File: src/core/dspace_map.svh
`ifndef DSPACE_MAP_SVH
`define DSPACE_MAP_SVH
// data-space map
`define BANK_LO            8'h00
`define BANK_HI            8'h3F
`define WIN_LO             8'h40
`define WIN_HI             8'h7F
`define CORE_X             8'h80
`define CORE_W             8'h83
`define RAM_LO             8'h84
`define RAM_HI             8'hBF
`define PORT_A_DIR         8'hC4
`define PORT_B_DIR         8'hC5
`define ROM_WINDOW_BASE    8'hC9
`define ART_MODE           8'hD5
`define ART_SC1            8'hD6
`define ART_SC2            8'hD7
`define BANK_SELECT        8'hE8
`define ACCUM              8'hFF
// field positions
`define WIN_OFS_W          6
`define WIN_BASE_W         6
`define BSEL_EE0           0
`define BSEL_EE1           1
`define BSEL_RAM1          3
`define BSEL_RAM2          4
`define BSEL_RESET         8'h00
`define PC_W               12
`define STACK_DEPTH        6
`define PMEM_W             13
`endif

File: src/core/dspace_pkg.sv
package dspace_pkg;
   typedef enum logic [3:0] {
      tgt_none,
      tgt_bank_none,
      tgt_ee0,
      tgt_ee1,
      tgt_ram1,
      tgt_ram2,
      tgt_window,
      tgt_core,
      tgt_ram,
      tgt_port_dir,
      tgt_art,
      tgt_periph
   } target_t;
   typedef enum logic [1:0] {
      stk_idle,
      stk_push,
      stk_pop
   } stack_op_t;
endpackage

File: src/core/dspace_decoder.sv
`timescale 1ns/100ps
`include "dspace_map.svh"
module dspace_decoder #(
   parameter int PC_W        = `PC_W,
   parameter int STACK_DEPTH = `STACK_DEPTH
) (
   // clock and reset
   input  wire logic                 sys_clk,
   input  wire logic                 reset,
   // core data-space access
   input  wire logic [7:0]           data_addr,
   input  wire logic [7:0]           data_wdata,
   input  wire logic                 data_rd,
   input  wire logic                 data_wr,
   output logic      [7:0]           data_rdata,
   output dspace_pkg::target_t       target,
   // program memory window port
   output logic      [`PMEM_W-1:0]   pmem_addr,
   output logic                      pmem_rd,
   input  wire logic [7:0]           pmem_rdata,
   // external readout port
   input  wire logic                 readout_protect,
   input  wire logic                 ext_rd,
   input  wire logic [`PMEM_W-1:0]   ext_addr,
   output logic      [7:0]           ext_rdata,
   // program counter and return stack
   input  wire logic [PC_W-1:0]      pc,
   input  wire logic                 stack_push,
   input  wire logic                 stack_pop,
   output logic      [PC_W-1:0]      stack_top,
   // other-target read data from the core side
   input  wire logic [7:0]           target_rdata
);

   ////////////////////////////////////////////////////////////////////////////
   // decode

   logic [7:0] bank_select_reg;
   logic [7:0] next_bank_select_reg;
   logic [5:0] rom_window_base;
   logic [5:0] next_rom_window_base;

   function automatic logic in_range(input logic [7:0] a, input logic [7:0] lo,
                                     input logic [7:0] hi);
      in_range = (a >= lo) && (a <= hi);
   endfunction

   function automatic dspace_pkg::target_t bank_target(input logic [7:0] sel);
      if (sel[`BSEL_EE0])
         bank_target = dspace_pkg::tgt_ee0;
      else if (sel[`BSEL_EE1])
         bank_target = dspace_pkg::tgt_ee1;
      else if (sel[`BSEL_RAM1])
         bank_target = dspace_pkg::tgt_ram1;
      else if (sel[`BSEL_RAM2])
         bank_target = dspace_pkg::tgt_ram2;
      else
         bank_target = dspace_pkg::tgt_bank_none;
   endfunction

   always_comb
   begin
      if (in_range(data_addr, `BANK_LO, `BANK_HI))
         target = bank_target(bank_select_reg);
      else if (in_range(data_addr, `WIN_LO, `WIN_HI))
         target = dspace_pkg::tgt_window;
      else if (in_range(data_addr, `CORE_X, `CORE_W) || data_addr == `ACCUM)
         target = dspace_pkg::tgt_core;
      else if (in_range(data_addr, `RAM_LO, `RAM_HI))
         target = dspace_pkg::tgt_ram;
      else if (data_addr == `PORT_A_DIR || data_addr == `PORT_B_DIR)
         target = dspace_pkg::tgt_port_dir;
      else if (in_range(data_addr, `ART_MODE, `ART_SC2))
         target = dspace_pkg::tgt_art;
      else if (data_addr == `ROM_WINDOW_BASE || data_addr == `BANK_SELECT)
         target = dspace_pkg::tgt_none;
      else
         target = dspace_pkg::tgt_periph;
   end

   ////////////////////////////////////////////////////////////////////////////
   // write-only registers

   always_comb
   begin
      next_rom_window_base = rom_window_base;
      next_bank_select_reg = bank_select_reg;
      if (data_wr && data_addr == `ROM_WINDOW_BASE)
         next_rom_window_base = data_wdata[`WIN_BASE_W-1:0];
      if (data_wr && data_addr == `BANK_SELECT)
         next_bank_select_reg = data_wdata;
   end

   // window base keeps whatever it held: no reset branch on purpose
   always_ff @(posedge sys_clk)
   begin
      rom_window_base <= next_rom_window_base;
   end

   // bank select is not cleared by the core either; reset here only avoids X in decode
   always_ff @(posedge sys_clk or posedge reset)
   begin
      if (reset)
         bank_select_reg <= `BSEL_RESET;
      else
         bank_select_reg <= next_bank_select_reg;
   end

   ////////////////////////////////////////////////////////////////////////////
   // window access and read mux

   logic [7:0] next_data_rdata;
   logic [7:0] next_ext_rdata;

   always_comb
   begin
      // a 6-bit base reaches the lower 4K only; the top address bit stays low unless ext_addr takes the port below
      pmem_addr = {1'b0, rom_window_base, data_addr[`WIN_OFS_W-1:0]};
      pmem_rd   = data_rd && (target == dspace_pkg::tgt_window);
      if (ext_rd && !readout_protect && !pmem_rd)
         pmem_addr = ext_addr;
   end

   always_comb
   begin
      next_data_rdata = data_rdata;
      next_ext_rdata  = ext_rdata;
      if (data_rd)
      begin
         if (target == dspace_pkg::tgt_window)
            next_data_rdata = pmem_rdata;
         else if (data_addr == `ROM_WINDOW_BASE || data_addr == `BANK_SELECT)
            next_data_rdata = 8'hFF;
         else
            next_data_rdata = target_rdata;
      end
      if (ext_rd)
         next_ext_rdata = (readout_protect || pmem_rd) ? 8'h00 : pmem_rdata;
   end

   always_ff @(posedge sys_clk or posedge reset)
   begin
      if (reset)
      begin
         data_rdata <= 8'h00;
         ext_rdata  <= 8'h00;
      end
      else
      begin
         data_rdata <= next_data_rdata;
         ext_rdata  <= next_ext_rdata;
      end
   end

   ////////////////////////////////////////////////////////////////////////////
   // return stack

   logic [PC_W-1:0] stack_mem [STACK_DEPTH];
   logic [PC_W-1:0] next_stack_mem [STACK_DEPTH];
   dspace_pkg::stack_op_t stack_op;

   always_comb
   begin
      if (stack_push)
         stack_op = dspace_pkg::stk_push;
      else if (stack_pop)
         stack_op = dspace_pkg::stk_pop;
      else
         stack_op = dspace_pkg::stk_idle;
      next_stack_mem = stack_mem;
      // shift stack: deepest entry is lost on overflow, as in the core
      case (stack_op)
         dspace_pkg::stk_push:
         begin
            for (int i = STACK_DEPTH - 1; i > 0; i--)
               next_stack_mem[i] = stack_mem[i-1];
            next_stack_mem[0] = pc;
         end
         dspace_pkg::stk_pop:
         begin
            for (int i = 0; i < STACK_DEPTH - 1; i++)
               next_stack_mem[i] = stack_mem[i+1];
         end
         default:
            next_stack_mem = stack_mem;
      endcase
   end

   always_ff @(posedge sys_clk or posedge reset)
   begin
      if (reset)
      begin
         for (int i = 0; i < STACK_DEPTH; i++)
            stack_mem[i] <= '0;
      end
      else
      begin
         stack_mem <= next_stack_mem;
      end
   end

   assign stack_top = stack_mem[0];

   ////////////////////////////////////////////////////////////////////////////
   // checks

   a_window_addr_form: assert property (@(posedge sys_clk) disable iff (reset)
      pmem_rd |-> pmem_addr == {rom_window_base, data_addr[5:0]})
      else $error("window address not base over offset");
   a_window_decode: assert property (@(posedge sys_clk) disable iff (reset)
      (data_rd && data_addr >= 8'h40 && data_addr <= 8'h7F) |-> pmem_rd)
      else $error("window range not decoded");
   a_window_data: assert property (@(posedge sys_clk) disable iff (reset)
      pmem_rd |=> data_rdata == $past(pmem_rdata))
      else $error("window byte not returned");
   a_base_load: assert property (@(posedge sys_clk) disable iff (reset)
      (data_wr && data_addr == 8'hC9) |=> rom_window_base == $past(data_wdata[5:0]))
      else $error("window base not loaded");
   a_base_read_keep: assert property (@(posedge sys_clk) disable iff (reset)
      (data_rd && !data_wr && data_addr == 8'hC9) |=> $stable(rom_window_base))
      else $error("window base disturbed by read");
   a_bank_target: assert property (@(posedge sys_clk) disable iff (reset)
      (data_addr <= 8'h3F && bank_select_reg == 8'h10) |-> target == dspace_pkg::tgt_ram2)
      else $error("bank page 2 not selected");
   a_port_dir: assert property (@(posedge sys_clk) disable iff (reset)
      (data_addr == 8'hC4 || data_addr == 8'hC5) |-> target == dspace_pkg::tgt_port_dir)
      else $error("port direction not decoded");
   a_art_decode: assert property (@(posedge sys_clk) disable iff (reset)
      (data_addr == 8'hD6) |-> target == dspace_pkg::tgt_art)
      else $error("timer register not decoded");
   a_protect_readout: assert property (@(posedge sys_clk) disable iff (reset)
      (ext_rd && readout_protect) |=> ext_rdata == 8'h00)
      else $error("protected readout leaked");
   a_stack_push: assert property (@(posedge sys_clk) disable iff (reset)
      stack_push |=> stack_top == $past(pc))
      else $error("stack return address lost");
   a_stack_unwind: assert property (@(posedge sys_clk) disable iff (reset)
      (stack_push ##1 (stack_pop && !stack_push)) |=> stack_top == $past(stack_top, 2))
      else $error("stack head not restored by pop");
   a_ram_decode: assert property (@(posedge sys_clk) disable iff (reset)
      (data_addr >= 8'h84 && data_addr <= 8'hBF) |-> target == dspace_pkg::tgt_ram)
      else $error("general ram not decoded");

endmodule

File: config.mk
export PLATFORM = sky130hd
export DESIGN_NAME = dspace_decoder
export DESIGN_NICKNAME = d
export VERILOG_FILES = /design/src/core/dspace_pkg.sv /design/src/core/dspace_decoder.sv
export VERILOG_INCLUDE_DIRS = /design/src /design/src/core
export SDC_FILE = /design/constraint.sdc
export NUM_CORES = 1
export LEC_CHECK = 0
export BUFFER_PORTS_ARGS = -buffer_cell sky130_fd_sc_hd__buf_2
export CAP_MARGIN = 0
export CORE_UTILIZATION = 55
export DETAILED_ROUTE_END_ITERATION = 10
export GPL_ROUTABILITY_DRIVEN = 0
export PLACE_DENSITY = 0.89
export SLEW_MARGIN = 20
export SYNTH_ARGS = -nofsm -noshare
export SYNTH_HDL_FRONTEND = slang
export SYNTH_SLANG_ARGS = --single-unit
File: constraint.sdc
create_clock -name sys_clk -period 4.82 [get_ports sys_clk]
set_input_delay 0 -clock sys_clk [delete_from_list [all_inputs] [get_ports sys_clk]]
set_output_delay 0 -clock sys_clk [all_outputs]
set_load 0.005 [all_outputs]
# Yosys cells after proc, flatten, opt, wreduce, memory -nomap -nowiden
# Index checks and enable logic that the tools add are counted.
# totals
reg_bits	99
input_bits	65
output_inout_bits	46
word_cells	63
# op_classes
order_cmp	10
eq_ne	8
mux	18
n_reduce_logical	17
# op_table
cell	n
60-bit case mux with 2 select lines	1
8-bit == test, second input constant	5
4-bit 2-to-1 mux	7
8-bit >= comparator, second input constant	3
8-bit less-or-equal comparator, second input constant	3
8-bit 2-to-1 mux	3
13-bit 2-to-1 mux	1
3-bit 2-to-1 mux	4
1-bit logical AND	10
8-bit by 1-bit >= comparator with 1-bit output, second input constant	1
8-bit by 7-bit >= comparator with 1-bit output, second input constant	1
8-bit by 6-bit less-or-equal comparator with 1-bit output, second input constant	1
8-bit by 7-bit less-or-equal comparator with 1-bit output, second input constant	1
4-bit by 3-bit == test with 1-bit output, second input constant	1
1-bit logical OR	4
2-bit 2-to-1 mux	2
2-bit by 1-bit == test with 1-bit output, second input constant	1
2-bit == test, second input constant	1
1-bit zero test	2
2-bit nonzero test	1

# Depth between registers and ports, before layout
# logic_depth
word_depth	14
ltp_mapped	5
mapped_depth_nobuf	3

# Worst setup path before layout
# No wires, ideal clock.
# synth_timing
path_type	in2reg
startpoint	input port data_addr[6]
endpoint	register rom_window_base[0] (enable)
setup_ps	321
arrival_time_ps	804
required_time_ps	4499
slack_ps	3694
stages	4
cell_sequence	buf_6 and4bb_2 buf_2 and4b_1
# synth_between
elab_chain_cells	2
# synth_rtl
element	line_no	source
from (decl)	dspace_decoder.sv:11	input wire logic [7:0] data_addr,
8-bit == test (no line)	--	
1-bit logical AND (no line)	--	
to (signal assigned)	dspace_decoder.sv:97	rom_window_base <= next_rom_window_base;
to (decl)	dspace_decoder.sv:40	logic [5:0] rom_window_base;
# Every way passes these cells.
# A chain may end at the register's enable or synchronous reset.

# Worst setup path in the final report
# layout_timing
startpoint	input port ext_rd
endpoint	output port pmem_addr[4]
# layout_between
elab_chain_cells	3
# layout_rtl
element	line_no	source
from (decl)	dspace_decoder.sv:23	input wire logic ext_rd,
1-bit logical AND (2 in a row)	dspace_decoder.sv:120	if (ext_rd && !readout_protect && !pmem_rd)
13-bit 2-to-1 mux	dspace_decoder.sv:120	
to (decl)	dspace_decoder.sv:18	output logic [`PMEM_W-1:0] pmem_addr,
# Every way passes these cells.

==> impl_metrics.tcl <==
set metrics [dict create \
    htreeDepth 3 \
    status "finished, final reports clean" \
    dp_hpwl_um 6060 \
    maxCapViolCount 0 \
    ys.flop_type "dfrtp_1" \
    cts_root_buf "clkbuf_8" \
    drtIter0Drc 225 \
    worst-setup-path-type "in2out" \
    cts.sinks 98 \
    hold_path.class "in2reg" \
    postLayoutCoreUtil_pct 69.6 \
    yosysSeqAreaShare_pct 52.5 \
    drc 0 \
    wl_per_cell_um 16.8 \
    critical_path.endpoint_type "primary output" \
    critPathArrivalTime_ns 1.61 \
    ys_warn_count 0 \
    worstSkewPairLatency_ns 0.37 \
    start_util_pct 57.2 \
    crit_fanout 15 \
    port_buffers 108 \
    netlist_area_mm2 0.00472 \
    ctsResizeCount 0 \
    nNetsFinal 602 \
    cts_max_path_buffers 2 \
    layout_common_cells "buf_2 (106), dfrtp_1 (92), o21ai_0 (69)" \
    slew_headroom_pct 35.4 \
    finalClockSkew_ns 0.0132 \
    die_w_um 94.7 \
    cts_hold_buf 34 \
    final_max_slew_viol_count 0 \
    rows 33 \
    cts_buffers 9 \
    via_per_inst 5.85 \
    slowest_stage "a211oi_4" \
    setup_violations 0 \
    final_common_cell "buf_2" \
    fmax_ghz 0.622 \
    critical_path.n_buffers_inverters 3 \
    grt_pass1_vias 3722 \
    grt_max_degree 133 \
    postSynthAreaPerCell_um2 11.1 \
    clk_pin_slew_ns 0.10 \
    fin_crit_sh_pct 33.3 \
    grt_pass1_wl_um 17000 \
    ys_seq_elements 98 \
    cp.required_ns 4.82 \
    syn_to_final_growth_pct 21.7 \
    post_route_cells_drive_above_1_share_pct 29.7 \
    cp-start-kind "primary input" \
    r2r_slack_ns 3.98 \
    grtUsageTotal_pct 24.8 \
    total_power_mw 1.98 \
    cp_common_cell "buf_2" \
    peakVddDrop_uv 179 \
    synth_cell_type_count 39 \
    largest-register "stack_mem" \
    die_h_um 94.7 \
    overflow 0 \
    design.die.area_mm2 0.00896 \
    vias 3788 \
    async_flop_share_pct 93.9 \
    p_per_area_mw_per_mm2 344 \
    crit_chain "buf_2, clkinv_1, a211oi_4, mux2_2, buf_2" \
    firstDrtPassIters 6 \
    slowest_delay_ns 0.67 \
    finalHoldViolations 0 \
    syn_nets 489 \
    pin_count 111 \
    rsz0062_at_grt "false" \
    core-area_mm2 0.00826 \
    critical_path.top_delay_family "compound AO/OA/AOI/OAI gates" \
    worst_slew_pin_slew_ns 0.968 \
    antenna_cells 0 \
    syn_inst 424 \
    ant_nets 0 \
    fin_setup_tns_ns 0 \
    synth_edf_count 6 \
    largest_reg_flops 60 \
    drt-total-wl_um 10900 \
    period_minus_slack_ns 1.61 \
    cts_setup_buffers 0 \
    cts_tree "done" \
    antenna_found_initial 0 \
    leakage_nw 2.82 \
]
==> worst paths after layout <==
kind                                           from                              to  depth (start not counted)
setup / recovery                             ext_rd                    pmem_addr[4]                          5
setup reg to reg           stack_top[8]$_DFFE_PP0P_        stack_top[8]$_DFFE_PP0P_                          2
min in group asynchronous                     reset  bank_select_reg[4]$_DFFE_PP0P_                          4
hold / removal                              data_rd       data_rdata[4]$_DFFE_PP0P_                          3
max in group asynchronous                     reset        stack_mem[1]$_DFFE_PP0N_                          4
hold reg to reg            stack_top[1]$_DFFE_PP0P_       stack_mem[49]$_DFFE_PP0P_                          2
==> cell usage after synthesis, types with 2 or more instances <==
| cell | instances | share of area [%] |
|---|---|---|
| nand3_1 | 3 | 0.32 |
| o21ai_0 | 69 | 7.3 |
| buf_1 | 4 | 0.32 |
| buf_6 | 4 | 0.95 |
| o22ai_1 | 8 | 1.1 |
| mux2i_1 | 60 | 13 |
| edfxtp_1 | 6 | 3.8 |
| a311oi_1 | 8 | 1.5 |
| a22o_1 | 8 | 1.5 |
| and4b_1 | 2 | 0.42 |
| dfrtp_1 | 92 | 49 |
| mux2_4 | 6 | 1.9 |
| mux2_2 | 22 | 5.2 |
| nor2_1 | 3 | 0.24 |
| nand2b_1 | 2 | 0.26 |
| nand2_1 | 63 | 5.0 |
| inv_1 | 9 | 0.71 |
| and3_1 | 2 | 0.26 |
| buf_2 | 8 | 0.85 |
| buf_4 | 13 | 2.1 |
| clkbuf_1 | 13 | 1.0 |
| and2_1 | 2 | 0.26 |
==> power by group <==
part / leakage (nW) / internal (mW) / total, mW / switching [mW]
sequential: 1.24 / 0.945 / 1.03 / 0.0837
clock: 0.118 / 0.303 / 0.611 / 0.308
combinational: 1.46 / 0.171 / 0.338 / 0.167
==> worst register-to-register path, cell delays in order (launching register included) <==
cell and delay (ns):
dfrtp_1 0.42, mux2i_1 0.16, o21ai_0 0.11
==> stage by stage <==
step	std cells	instance area [um2]	hold WS, ns	setup slack [ns]
finish	647	5750	0.0860	3.21
global route	647	5750	0.102	3.14
CTS	646	5730	0.0204	3.37
detailed placement	596	5160	0.178	3.38
global placement	596	5160	0.177	3.41
floorplan	424	4720	0.0989	2.43
==> final cells by class <==
class	count	area, um2
fillers	576	2510
clock buffers	9	124
inverters	10	38.8
repair buffers	144	911
flip-flops and latches	98	2480
multi-input cells	274	1960
clock inverters	7	105
well taps	105	131
==> per-layer routing <==
| metal | share of wire [%] | global-route usage (%) | up-vias |
|---|---|---|---|
| met5 | 0 | 0 | - |
| met4 | 4.5 | 14.5 | 0 |
| met3 | 6.7 | 4.67 | 51 |
| met2 | 51 | 44.4 | 196 |
| met1 | 38 | 27.2 | 1817 |
| li1 | - | - | 1724 |
==> kinds of logic after synthesis <==
group | count (synthesis) | synth area share [%]
XOR/XNOR | 1 | 0.185
AND/OR/NAND/NOR | 85 | 8.26
multiplexers | 88 | 19.9
buffers and inverters | 52 | 6.01
AO/OA/AOI/OAI | 100 | 13.1
flip-flops | 98 | 52.5
Note: power is estimated with default switching activity, not from simulation.
